==> config.mk <==
export PLATFORM = sky130hd
export DESIGN_NAME = rtsm_mux
export DESIGN_NICKNAME = d
export VERILOG_FILES = /design/src/pkg/rtsm_pkg.sv /design/src/rtsm_sync.sv /design/src/rtsm_mux.sv
export SDC_FILE = /design/constraint.sdc
export NUM_CORES = 1
export LEC_CHECK = 0
export BUFFER_PORTS_ARGS = -buffer_cell sky130_fd_sc_hd__buf_2
export CORE_MARGIN = 8
export CORE_UTILIZATION = 53
export CTS_CLUSTER_SIZE = 25
export DETAILED_ROUTE_END_ITERATION = 12
export GPL_ROUTABILITY_DRIVEN = 0
export PLACE_DENSITY = 0.84
export SYNTH_ARGS = -nofsm -noshare
export SYNTH_HDL_FRONTEND = slang
export SYNTH_HIERARCHICAL = 1
export SYNTH_SLANG_ARGS = --single-unit
==> constraint.sdc <==
create_clock -name clk -period 5.6 [get_ports clk]
set_clock_uncertainty 0.1 [all_clocks]
set_input_delay 0.28 -clock clk [delete_from_list [all_inputs] [get_ports clk]]
set_output_delay 0.28 -clock clk [all_outputs]
set_load 0.02 [all_outputs]
==> src/pkg/rtsm_pkg.sv <==
/*
 * Constants for the radio test signal mux: register map, field
 * positions, reset values, select codes and synchroniser indices.
 * Assumes a single 50 MHz clock domain and a plain register port.
 */
package rtsm_pkg;

	// ==========================================================
	// register port geometry
	localparam int ADDR_W = 8;
	localparam int DATA_W = 16;
	localparam int SEL_W  = 5;

	// ==========================================================
	// register offsets (byte addresses)
	localparam logic [7:0] REG_PIN_CFG  = 8'h00;  // pin_config_reg_b
	localparam logic [7:0] REG_PIN_STAT = 8'h04;  // live pin and source levels

	// ==========================================================
	// field positions and reset values
	localparam int CHAN_SEL_LSB  = 0;   // chan_pin_test_select
	localparam int FRAME_SEL_LSB = 5;   // frame_pin_test_select
	localparam logic [SEL_W-1:0] SEL_RESET = 5'h00;
	localparam logic [DATA_W-1:0] RD_IDLE  = 16'h0000;

	// ==========================================================
	// select codes shared by both pins or specific to one
	localparam logic [SEL_W-1:0] SEL_NORMAL   = 5'h00;
	localparam logic [SEL_W-1:0] SEL_ADC_LSB  = 5'h01;
	localparam logic [SEL_W-1:0] SEL_RESYNC   = 5'h02;
	localparam logic [SEL_W-1:0] SEL_LOCK     = 5'h03;
	localparam logic [SEL_W-1:0] SEL_TX_FAST  = 5'h04;
	localparam logic [SEL_W-1:0] SEL_TX_SLOW  = 5'h05;
	localparam logic [SEL_W-1:0] SEL_PD_FIRST = 5'h06;
	localparam logic [SEL_W-1:0] SEL_PD_LAST  = 5'h0B;
	localparam logic [SEL_W-1:0] SEL_C12      = 5'h0C;
	localparam logic [SEL_W-1:0] SEL_C13      = 5'h0D;
	localparam logic [SEL_W-1:0] SEL_C14      = 5'h0E;
	localparam logic [SEL_W-1:0] SEL_C15      = 5'h0F;
	localparam logic [SEL_W-1:0] SEL_C16      = 5'h10;
	localparam logic [SEL_W-1:0] SEL_C17      = 5'h11;
	localparam logic [SEL_W-1:0] SEL_CLK8     = 5'h17;
	localparam logic [SEL_W-1:0] SEL_C24      = 5'h18;
	localparam logic [SEL_W-1:0] SEL_REF      = 5'h19;
	localparam logic [SEL_W-1:0] SEL_DIV      = 5'h1A;
	localparam logic [SEL_W-1:0] SEL_WIN      = 5'h1B;
	localparam logic [SEL_W-1:0] SEL_WIN_SYNC = 5'h1C;
	localparam logic [SEL_W-1:0] SEL_ADC_CLK  = 5'h1D;
	localparam logic [SEL_W-1:0] SEL_LOW      = 5'h1E;
	localparam logic [SEL_W-1:0] SEL_HIGH     = 5'h1F;

	// ==========================================================
	// widths of grouped sources
	localparam int PD_W   = 6;
	localparam int PEAK_W = 5;

	// ==========================================================
	// indices into the synchronised foreign-clock sources
	localparam int SYNC_CHIP_CLK = 0;
	localparam int SYNC_BIT_CLK  = 1;
	localparam int SYNC_CAL_CLK  = 2;
	localparam int SYNC_CLK8     = 3;
	localparam int SYNC_REF      = 4;
	localparam int SYNC_DIV      = 5;
	localparam int SYNC_ADC_ONE  = 6;
	localparam int SYNC_ADC_TWO  = 7;
	localparam int SYNC_W        = 8;

	// synchroniser reset level
	localparam logic SYNC_RESET = 1'b0;

endpackage

==> src/rtsm_sync.sv <==
/*
 * Two-flop level synchroniser, one lane per bit.
 * Assumes the inputs are levels from foreign clocks or pins.
 */
`timescale 1ns/10ps
module rtsm_sync #(
	parameter int WIDTH = 8
) (
	input  wire logic             clk,      // system clock
	input  wire logic             sys_rst,  // synchronous reset, high
	input  wire logic [WIDTH-1:0] asyncIn,  // foreign-domain levels
	output logic      [WIDTH-1:0] syncOut   // levels in clk domain
);

	// ==========================================================
	// per-bit two-stage chain; first stage feeds only the second
	genvar i;
	generate
		for (i = 0; i < WIDTH; i++) begin : gLane
			logic stage1;
			logic stage2;
			always_ff @(posedge clk) begin
				if (sys_rst) begin
					stage1 <= rtsm_pkg::SYNC_RESET;
					stage2 <= rtsm_pkg::SYNC_RESET;
				end else begin
					stage1 <= asyncIn[i];
					stage2 <= stage1;
				end
			end
			assign syncOut[i] = stage2;
		end
	endgenerate

endmodule

==> src/rtsm_mux.sv <==
/*
 * Test signal mux for the two status output pins: register port for
 * the pin select fields and the two registered output multiplexers.
 * Assumes same-clock radio logic drives the plain sources, and that
 * clock-like sources arrive from other domains and are synchronised.
 */
// Summary of operation
// RULE1 - each pin picks normal or test source
// RULE2 - channel pin select 1: ADC Q lsb
// RULE3 - frame pin select 1: ADC I lsb
// RULE4 - channel select 2: late resync pulse
// RULE5 - frame select 2: early resync pulse
// RULE6 - select 3 outputs synthesizer lock status
// RULE7 - channel 4/5: chip, bit clock in transmit
// RULE8 - frame 4/5: chip, bit data in transmit
// RULE9 - selects 6..11 output power-down controls
// RULE10 - channel select 12: gain update pulse
// RULE11 - channel 13..16: peak 1,3, gainmode1, vga1
// RULE12 - frame 12..16: peak 0,2,4, gainmode0, vga0
// RULE13 - channel 17: peak-detector reset, low active
// RULE14 - frame 17: filter calibration clock
// RULE15 - channel 23: 8 MHz clock
// RULE16 - channel 24: crystal stable indication
// RULE17 - frame 24: frequency comparator value
// RULE18 - selects 25, 26: reference, divided signal
// RULE19 - selects 27, 28: lock window, synced window
// RULE20 - 30 low, 31 high, 29 ADC clock
// RULE21 - five-bit selects, reserved codes drive low
`timescale 1ns/10ps
module rtsm_mux (
	input  wire logic                          clk,                   // 50 MHz
	input  wire logic                          sys_rst,               // sync reset
	input  wire logic [rtsm_pkg::ADDR_W-1:0]   regAddr,               // byte address
	input  wire logic [rtsm_pkg::DATA_W-1:0]   regWrData,             // write data
	input  wire logic                          regWr,                 // write strobe
	input  wire logic                          regRd,                 // read strobe
	output logic      [rtsm_pkg::DATA_W-1:0]   regRdData,             // read data
	input  wire logic                          clearChannelNormal,    // normal indication
	input  wire logic                          frameStartNormal,      // normal indication
	input  wire logic                          adcQLsb,               // ADC Q bit 0
	input  wire logic                          adcILsb,               // ADC I bit 0
	input  wire logic                          pulseA,                // late resync event
	input  wire logic                          demodResyncEarlyPulse, // early resync event
	input  wire logic                          lockStatus,            // synth lock
	input  wire logic                          txActive,              // transmitting
	input  wire logic                          txChipData,            // chip-rate data
	input  wire logic                          txBitData,             // bit-rate data
	input  wire logic [rtsm_pkg::PD_W-1:0]     powerDown,             // fs,adc,vga,bpf,lna,pa
	input  wire logic                          gainUpdatePulse,       // AGC changed gain
	input  wire logic [rtsm_pkg::PEAK_W-1:0]   peakDetect,            // peak stages
	input  wire logic [1:0]                    gainMode,              // front-end gain
	input  wire logic [1:0]                    vgaGain,               // VGA gain bits
	input  wire logic                          vgaPeakReset_n,        // peak reset, low
	input  wire logic                          crystalStable,         // oscillator ok
	input  wire logic                          synthFreqCompare,      // comparator
	input  wire logic                          synthLockWindow,       // lock window
	input  wire logic                          synthLockWindowSync,   // synced window
	input  wire logic                          txChipClock,           // foreign clock
	input  wire logic                          txBitClock,            // foreign clock
	input  wire logic                          rxFilterCalClock,      // foreign clock
	input  wire logic                          clock8mhz,             // foreign clock
	input  wire logic                          synthRef4mhz,          // foreign clock
	input  wire logic                          synthDiv4mhz,          // foreign clock
	input  wire logic                          adcClockOne,           // foreign clock
	input  wire logic                          adcClockTwo,           // foreign clock
	output logic                               clearChannelOut,       // channel pin
	output logic                               frameStartOut          // frame pin
);

	// ==========================================================
	// state
	logic [rtsm_pkg::SEL_W-1:0]  chanPinTestSelect;
	logic [rtsm_pkg::SEL_W-1:0]  framePinTestSelect;
	logic [rtsm_pkg::SYNC_W-1:0] rawClocks;
	logic [rtsm_pkg::SYNC_W-1:0] syncClocks;
	logic                        next_clearChannelOut;
	logic                        next_frameStartOut;
	logic                        cfgHit;
	logic                        statHit;

	// ==========================================================
	// foreign clocks are only levels here, so two flops suffice;
	// they reach the pins two cycles later than same-clock sources
	assign rawClocks = {adcClockTwo, adcClockOne, synthDiv4mhz, synthRef4mhz,
		clock8mhz, rxFilterCalClock, txBitClock, txChipClock};

	rtsm_sync #(
		.WIDTH (rtsm_pkg::SYNC_W)
	) uSync (
		.clk     (clk),
		.sys_rst (sys_rst),
		.asyncIn (rawClocks),
		.syncOut (syncClocks)
	);

	// ==========================================================
	// codes whose meaning is the same on both pins
	function automatic logic commonSource(
		input logic [rtsm_pkg::SEL_W-1:0]  sel,
		input logic [rtsm_pkg::SYNC_W-1:0] clks
	);
		logic [2:0] pdIdx;
		logic       res;
		pdIdx = 3'(sel - rtsm_pkg::SEL_PD_FIRST);
		res   = 1'b0;
		// RULE6 lock status
		if (sel == rtsm_pkg::SEL_LOCK) begin
			res = lockStatus;
		// RULE9 power-down controls
		end else if (sel >= rtsm_pkg::SEL_PD_FIRST && sel <= rtsm_pkg::SEL_PD_LAST) begin
			res = powerDown[pdIdx];
		// RULE18 synthesizer reference and divided
		end else if (sel == rtsm_pkg::SEL_REF) begin
			res = clks[rtsm_pkg::SYNC_REF];
		end else if (sel == rtsm_pkg::SEL_DIV) begin
			res = clks[rtsm_pkg::SYNC_DIV];
		// RULE19 lock windows
		end else if (sel == rtsm_pkg::SEL_WIN) begin
			res = synthLockWindow;
		end else if (sel == rtsm_pkg::SEL_WIN_SYNC) begin
			res = synthLockWindowSync;
		// RULE20 constant high; low falls to the default
		end else if (sel == rtsm_pkg::SEL_HIGH) begin
			res = 1'b1;
		end
		return res;
	endfunction

	// ==========================================================
	// register decode
	assign cfgHit  = (regAddr == rtsm_pkg::REG_PIN_CFG);
	assign statHit = (regAddr == rtsm_pkg::REG_PIN_STAT);

	// RULE1 separate select per pin
	// RULE21 five-bit select fields
	always_ff @(posedge clk) begin
		if (sys_rst) begin
			chanPinTestSelect  <= rtsm_pkg::SEL_RESET;
			framePinTestSelect <= rtsm_pkg::SEL_RESET;
		end else if (regWr && cfgHit) begin
			chanPinTestSelect  <= regWrData[rtsm_pkg::CHAN_SEL_LSB +: rtsm_pkg::SEL_W];
			framePinTestSelect <= regWrData[rtsm_pkg::FRAME_SEL_LSB +: rtsm_pkg::SEL_W];
		end
	end

	// read data stands one cycle only; unmapped addresses read zero
	always_ff @(posedge clk) begin
		if (sys_rst) begin
			regRdData <= rtsm_pkg::RD_IDLE;
		end else if (regRd && cfgHit) begin
			regRdData <= {6'h00, framePinTestSelect, chanPinTestSelect};
		end else if (regRd && statHit) begin
			regRdData <= {5'h00, syncClocks, txActive, frameStartOut, clearChannelOut};
		end else begin
			regRdData <= rtsm_pkg::RD_IDLE;
		end
	end

	// ==========================================================
	// channel pin source selection
	always_comb begin
		unique case (chanPinTestSelect)
			// RULE1 normal indication
			rtsm_pkg::SEL_NORMAL: next_clearChannelOut = clearChannelNormal;
			// RULE2 ADC Q lsb
			rtsm_pkg::SEL_ADC_LSB: next_clearChannelOut = adcQLsb;
			// RULE4 late resync pulse
			rtsm_pkg::SEL_RESYNC: next_clearChannelOut = pulseA;
			// RULE7 chip and bit clocks
			rtsm_pkg::SEL_TX_FAST: next_clearChannelOut =
				txActive & syncClocks[rtsm_pkg::SYNC_CHIP_CLK];
			rtsm_pkg::SEL_TX_SLOW: next_clearChannelOut =
				txActive & syncClocks[rtsm_pkg::SYNC_BIT_CLK];
			// RULE10 gain update pulse
			rtsm_pkg::SEL_C12: next_clearChannelOut = gainUpdatePulse;
			// RULE11 peaks and gain bits
			rtsm_pkg::SEL_C13: next_clearChannelOut = peakDetect[1];
			rtsm_pkg::SEL_C14: next_clearChannelOut = peakDetect[3];
			rtsm_pkg::SEL_C15: next_clearChannelOut = gainMode[1];
			rtsm_pkg::SEL_C16: next_clearChannelOut = vgaGain[1];
			// RULE13 peak reset, low active
			rtsm_pkg::SEL_C17: next_clearChannelOut = vgaPeakReset_n;
			// RULE15 8 MHz clock
			rtsm_pkg::SEL_CLK8: next_clearChannelOut = syncClocks[rtsm_pkg::SYNC_CLK8];
			// RULE16 crystal stable
			rtsm_pkg::SEL_C24: next_clearChannelOut = crystalStable;
			// RULE20 first ADC clock
			rtsm_pkg::SEL_ADC_CLK: next_clearChannelOut = syncClocks[rtsm_pkg::SYNC_ADC_ONE];
			// RULE21 reserved codes fall to low
			default: next_clearChannelOut = commonSource(chanPinTestSelect, syncClocks);
		endcase
	end

	// ==========================================================
	// frame pin source selection
	always_comb begin
		unique case (framePinTestSelect)
			// RULE1 normal indication
			rtsm_pkg::SEL_NORMAL: next_frameStartOut = frameStartNormal;
			// RULE3 ADC I lsb
			rtsm_pkg::SEL_ADC_LSB: next_frameStartOut = adcILsb;
			// RULE5 early resync pulse
			rtsm_pkg::SEL_RESYNC: next_frameStartOut = demodResyncEarlyPulse;
			// RULE8 chip and bit data
			rtsm_pkg::SEL_TX_FAST: next_frameStartOut = txActive & txChipData;
			rtsm_pkg::SEL_TX_SLOW: next_frameStartOut = txActive & txBitData;
			// RULE12 peaks and gain bits
			rtsm_pkg::SEL_C12: next_frameStartOut = peakDetect[0];
			rtsm_pkg::SEL_C13: next_frameStartOut = peakDetect[2];
			rtsm_pkg::SEL_C14: next_frameStartOut = peakDetect[4];
			rtsm_pkg::SEL_C15: next_frameStartOut = gainMode[0];
			rtsm_pkg::SEL_C16: next_frameStartOut = vgaGain[0];
			// RULE14 filter calibration clock
			rtsm_pkg::SEL_C17: next_frameStartOut = syncClocks[rtsm_pkg::SYNC_CAL_CLK];
			// RULE17 frequency comparator
			rtsm_pkg::SEL_C24: next_frameStartOut = synthFreqCompare;
			// RULE20 second ADC clock
			rtsm_pkg::SEL_ADC_CLK: next_frameStartOut = syncClocks[rtsm_pkg::SYNC_ADC_TWO];
			// RULE21 reserved codes, including 23, fall to low
			default: next_frameStartOut = commonSource(framePinTestSelect, syncClocks);
		endcase
	end

	// ==========================================================
	// pins are registered so they never glitch while a select changes
	always_ff @(posedge clk) begin
		if (sys_rst) begin
			clearChannelOut <= 1'b0;
			frameStartOut   <= 1'b0;
		end else begin
			clearChannelOut <= next_clearChannelOut;
			frameStartOut   <= next_frameStartOut;
		end
	end
endmodule

==> summary.txt, run 1 <==
GRT met2 Usage: 26.6%
min Tclk post-route: 2.31 ns
RSZ-0062 raised after global routing: false
ant diodes: 0
CTS Hold Buffers Added: 0
Data required, critical path: 5.68 ns
vias per cell: 5.62
Max Clk Rate: 0.433 GHz
Mapped Avg Cell Area: 9.23 µm²
vias in the first global route: 1884
initial antenna violation count: 0
Syn Std Cell Area: 0.00223 mm²
top post-synthesis cells by count: 39 x dfxtp_1, 28 x mux2i_1, 28 x nor2_1
Nets: 363
top cells by area, synth: dfxtp_1 35%, mux2i_1 13%, buf_4 5.0%
crit start category: flop
Largest stage delay, worst path: 0.70 ns
Remaining Overflow, GRT: 0
Post-Synthesis Cells: 242
Hold WS: 0.0884 ns
Final Core Density: 63.9%
core footprint: 0.00403 mm²
CP arrival: 2.39 ns
Post-DRT Antenna Nets: 0
CP max stage cell: dfxtp_1
die area: 0.00655 mm²
Max Cap Violations: 0
Post-CTS Setup Bufs: 0
drt drc: 0
most common cell in the netlist: dfxtp_1
die height: 80.9 µm
WS Path Type: flop to flop
row count: 23
VDD IR max: 0.000138 V
Yosys cell types: 53
CP Cell Sequence: inv_1 -> ha_1 -> nor3b_1 -> a311o_1 -> a221oi_2 -> o21ai_1
setup TNS: 0 ns
final setup fails: 0
Seq/Total Area, Yosys: 34.9%
CTS H-tree depth: 2
Power Density: 222 mW/mm²
clock root buffer: clkbuf_8
leakage power: 1.15 nW
Area growth syn-to-layout: 15.1%
global-route wire length before repair: 8290 µm
met3 Track Usage GR: 4.64%
met1 usage: 18.3%
port buffer count: 73
Initial Util: 55.5%
Seq cells post-synth: 39
CTS tree: built
ys flop type: dfxtp_1
top-area cell type share of the netlist area: 34.9%
Num CTS Buffers: 5
vias: 1926
EDFF count, synth: 0
Power, Total: 0.572 mW
I/O pin cnt: 85
initial drt markers: 172
worst skew pair latency: 0.30 ns
Placement Cell Area: 0.00246 mm²
endpoint type of the worst setup path: flop
WL/cell: 15.8 µm
Worst Path Max Fanout: 19
layout cell share with drive strength beyond 1: 34.1%
GRT Util Overall: 16.1%
YS warnings: 6
CTS Buffer Depth: 2
clock transition at the registers of the reported paths: 0.08 ns
Fillers: 358
global route hottest layer: met2
DRT Pass-1 Iters: 4
final worst-path cycle share: 41.2%
post_cts resized: 0
Die Span X: 80.9 µm
actual slew at the worst max-slew pin: 0.792 ns
post-route cell area: 0.00257 mm²
WL final: 5410 µm
crit path from: framePinTestSelect[2]
min-delay worst type: input pin to flop
Hold Violations, Final: 0
post-detail-place hpwl: 4040 µm
Sink Count: 39
min-delay src: txBitClock
ys async rst share: 0%
reg2reg start: framePinTestSelect[2]
outcome: finished, final reports clean
Rel. slew slack: 47.1%
area leader, netlist: dfxtp_1
max-slew violation count: 0
largest net degree at the start of global routing: 32
## through the flow
stage	instances	setup slack, ns
2_1_floorplan	246	3.55
3_3_place_gp	335	3.36
3_5_place_dp	335	3.33
4_1_cts	343	3.32
5_1_grt	343	3.18
6_report	343	3.29
## flip-flops by register name, indices dropped and copies added, names as in the netlist
name                cells
chanPinTestSelect       5
uSync/gLane.stage2      8
clearChannelOut         1
frameStartOut           1
framePinTestSelect      5
regRdData              11
uSync/gLane.stage1      8
## path summary, 6_finish.rpt
kind	depth (start not counted)	slack [ns]	endpoint
worst min-delay path	2	0.09	uSync/gLane[1].stage1
worst max-delay path	6	3.29	frameStartOut
worst max register to register	6	3.29	frameStartOut
worst min register to register	1	0.33	uSync/gLane[4].stage2
## area by class of cell
type	instances	area, µm²	area share (%)
Clock inverter	3	43.8	1.70
Tap cell	50	62.6	2.43
Inverter	3	11.3	0.438
Timing Repair Buffer	73	365	14.2
Multi-Input combinational cell	170	1240	48.2
Clock buffer	5	68.8	2.68
Sequential cell	39	781	30.4
## metal layers
metal	wire length, µm	up-vias
met5	0	-
met4	111	0
met3	575	14
met2	2620	93
met1	2110	884
li1	-	935
## logic make-up after synthesis
logic type	share of synthesized area, %
compound gates	10.9
fa+ha+maj	2.24
buf+inv	10.2
flops	34.9
mux	16.2
other cells	0.168
simple gates	25.3
## critical path, delay by kind of cell, from the launching register on
family | cells | cell delay (ns)
AO/OA/AOI/OAI | 3 | 0.73
flip-flops | 1 | 0.70
adder cells (fa/ha/maj) | 1 | 0.35
buffers and inverters | 1 | 0.17
AND/OR/NAND/NOR | 1 | 0.15
## cell usage in the layout, fill, tap and decap left out, types with 3 or more instances in the layout
cell type  count
o21ai_0        5
ha_1           4
dfxtp_1       39
nand2b_1       5
mux2i_1       28
nand4_1        4
nand2_1        9
clkbuf_8       5
buf_2         73
nor2_1        28
nor2b_2        7
nand3_1        3
and2b_2        6
a21oi_1        3
inv_1          3
nor3b_1        5
nor2b_1        5
nor3_1         5
nand3b_1       4
conb_1         5
nand4b_1       4
o22ai_1        4
## report_power, final
group,internal [mW],total (mW),switching [mW]
combinational,0.0285,0.0510,0.0226
sequential,0.283,0.286,0.00318
clock,0.133,0.234,0.101
No activity file was read; power rests on OpenSTA's default activity.
==> inputs of run 2 (changes only) <==
CORE_UTILIZATION = 49   (was 53)
PLACE_DENSITY = 0.79   (was 0.84)
clock period = 2.15 ns   (was 5.6 ns; I/O delays follow)
==> run 2 against run 1 <==
  * Hold slack got worse by 0.053 ns
  * First-iteration DRC count grew 0.58%
  * Total power rose by 140%
  * Non-clock buffer count grew 27
  * Register-to-register slack worse by 3.0 ns
  * Wire length fell by 0.55%
  * Global-route usage is 1.1 points lower
  * Sequential cell count did not move
  * Sequential share of layout area is 2.4 points lower
  * Setup slack worse by 3.0 ns
==> summary.txt, run 2 (same netlist as run 1, synthesis figures left out) <==
vias per cell: 5.25
Data required, critical path: 2.23 ns
CTS H-tree depth: 2
max-slew violation count: 0
GRT Util Overall: 15.0%
final worst-path cycle share: 84.6%
Num CTS Buffers: 5
leakage power: 1.25 nW
Area growth syn-to-layout: 25.1%
port buffer count: 73
Final Core Density: 63.8%
Post-DRT Antenna Nets: 0
min Tclk post-route: 1.82 ns
CP Buf/Inv Count: 0
drt drc: 0
CTS Buffer Depth: 2
most common cell after layout, fill and taps aside: buf_2
global-route wire length before repair: 8780 µm
most frequent cells in the layout: 73 x buf_2, 39 x dfxtp_1, 28 x mux2i_1, 28 x nor2_1, 18 x dlygate4sd3_1
Die Span X: 83.5 µm
core footprint: 0.00438 mm²
max reg flops: 11
layout cell share with drive strength beyond 1: 33.8%
I/O pin cnt: 85
cell-internal power: 1.06 mW
Sink Count: 39
NetSw: 0.328 mW
endpoint type of the worst setup path: flop
post-detail-place hpwl: 4000 µm
net switching fraction of the power: 23.6%
CTS Hold Buffers Added: 18
Hold WS: 0.0355 ns
Remaining Overflow, GRT: 0
final setup fails: 0
WL final: 5380 µm
min-delay worst type: input pin to flop
CP max stage cell: dfxtp_1
Max Cap Violations: 0
CP Cell Sequence: mux2i_1 -> nor3_1 -> a311o_1 -> a221oi_2 -> o21ai_1
Fillers: 404
setup TNS: 0 ns
initial drt markers: 173
die height: 83.5 µm
WL/cell: 14.5 µm
clock root buffer: clkbuf_8
Placement Cell Area: 0.00253 mm²
biggest regs: regRdData (11), uSync/gLane.stage1 (8), uSync/gLane.stage2 (8)
VDD IR max: 0.000475 V
Initial Util: 51.0%
Max Clk Rate: 0.550 GHz
row count: 24
Power Density: 497 mW/mm²
Post-CTS Setup Bufs: 0
largest net degree at the start of global routing: 31
DRT Pass-1 Iters: 4
Largest Register: regRdData
post-route cell area: 0.00280 mm²
clock transition at the registers of the reported paths: 0.08 ns
CP arrival: 1.90 ns
clock share of power: 34.9%
die area: 0.00698 mm²
worst skew pair latency: 0.29 ns
Seq pwr share: 53.7%
crit start category: flop
initial antenna violation count: 0
vias in the first global route: 1943
WS Path Type: flop to flop
Worst Path Max Fanout: 13
Largest stage delay, worst path: 0.65 ns
ant diodes: 0
vias: 1954
Nets: 390
CTS tree: built
actual slew at the worst max-slew pin: 0.521 ns
Rel. slew slack: 65.2%
outcome: finished, final reports clean
kind of cell adding the most delay to the critical path: flip-flops
post_cts resized: 0
Hold Violations, Final: 0
Comb power frac: 11.4%
RSZ-0062 raised after global routing: false
-- run 2: changes by cell type in the layout (fill, tap and decap cells not counted), sizes merged --
cell / before / now
bufinv: 1 / 0
dlygate4sd3: 0 / 18
buf: 73 / 82
clkinv: 2 / 1
clkinvlp: 0 / 1
clkbuf: 5 / 6
-- run 2: power by group through the flow --
stage / sequential, mW / combinational (mW) / clock (mW)
after floorplan: 0.761 / 0.0809 / 0
after global placement: 0.762 / 0.132 / 0
after detailed placement: 0.763 / 0.134 / 0
after CTS: 0.746 / 0.159 / 0.495
after global routing: 0.748 / 0.174 / 0.527
final: 0.746 / 0.159 / 0.484
-- run 2: path summary, 6_finish.rpt --
check	slack, ns	start	end	cells past startpoint
worst min-delay path	0.04	txActive	regRdData[2]	3
worst max-delay path	0.33	framePinTestSelect[0]	frameStartOut	5
worst min register to register	0.34	uSync/gLane[4].stage1	uSync/gLane[4].stage2	1
worst max register to register	0.33	framePinTestSelect[0]	frameStartOut	5
-- run 2: metal layers --
layer	share of wire, %	GRT usage, %
met1	43	17.7
met2	47	24.1
met3	7.3	5.47
met4	1.9	6.12
met5	0	0
-- run 2: area by class of cell --
class / instances / area (µm²) / area share [%]
clock inverters: 2 / 12.5 / 0.448
repair buffers: 100 / 613 / 21.9
clock buffers: 6 / 72.6 / 2.60
inverters: 3 / 11.3 / 0.403
well taps: 52 / 65.1 / 2.33
flip-flops and latches: 39 / 781 / 27.9
multi-input cells: 170 / 1240 / 44.4
-- run 2: through the flow --
stage               power [mW]  setup slack (ns)  instances
floorplan                0.841             0.100        246
global placement         0.894             0.381        346
detailed placement       0.897             0.338        346
CTS                       1.40             0.321        372
global route              1.45             0.204        372
finish                    1.39             0.330        372
-- run 2: worst min-delay path, cell delays in order --
cell and delay, ns:
buf_2 0.12, mux2i_1 0.08, nor2_1 0.07
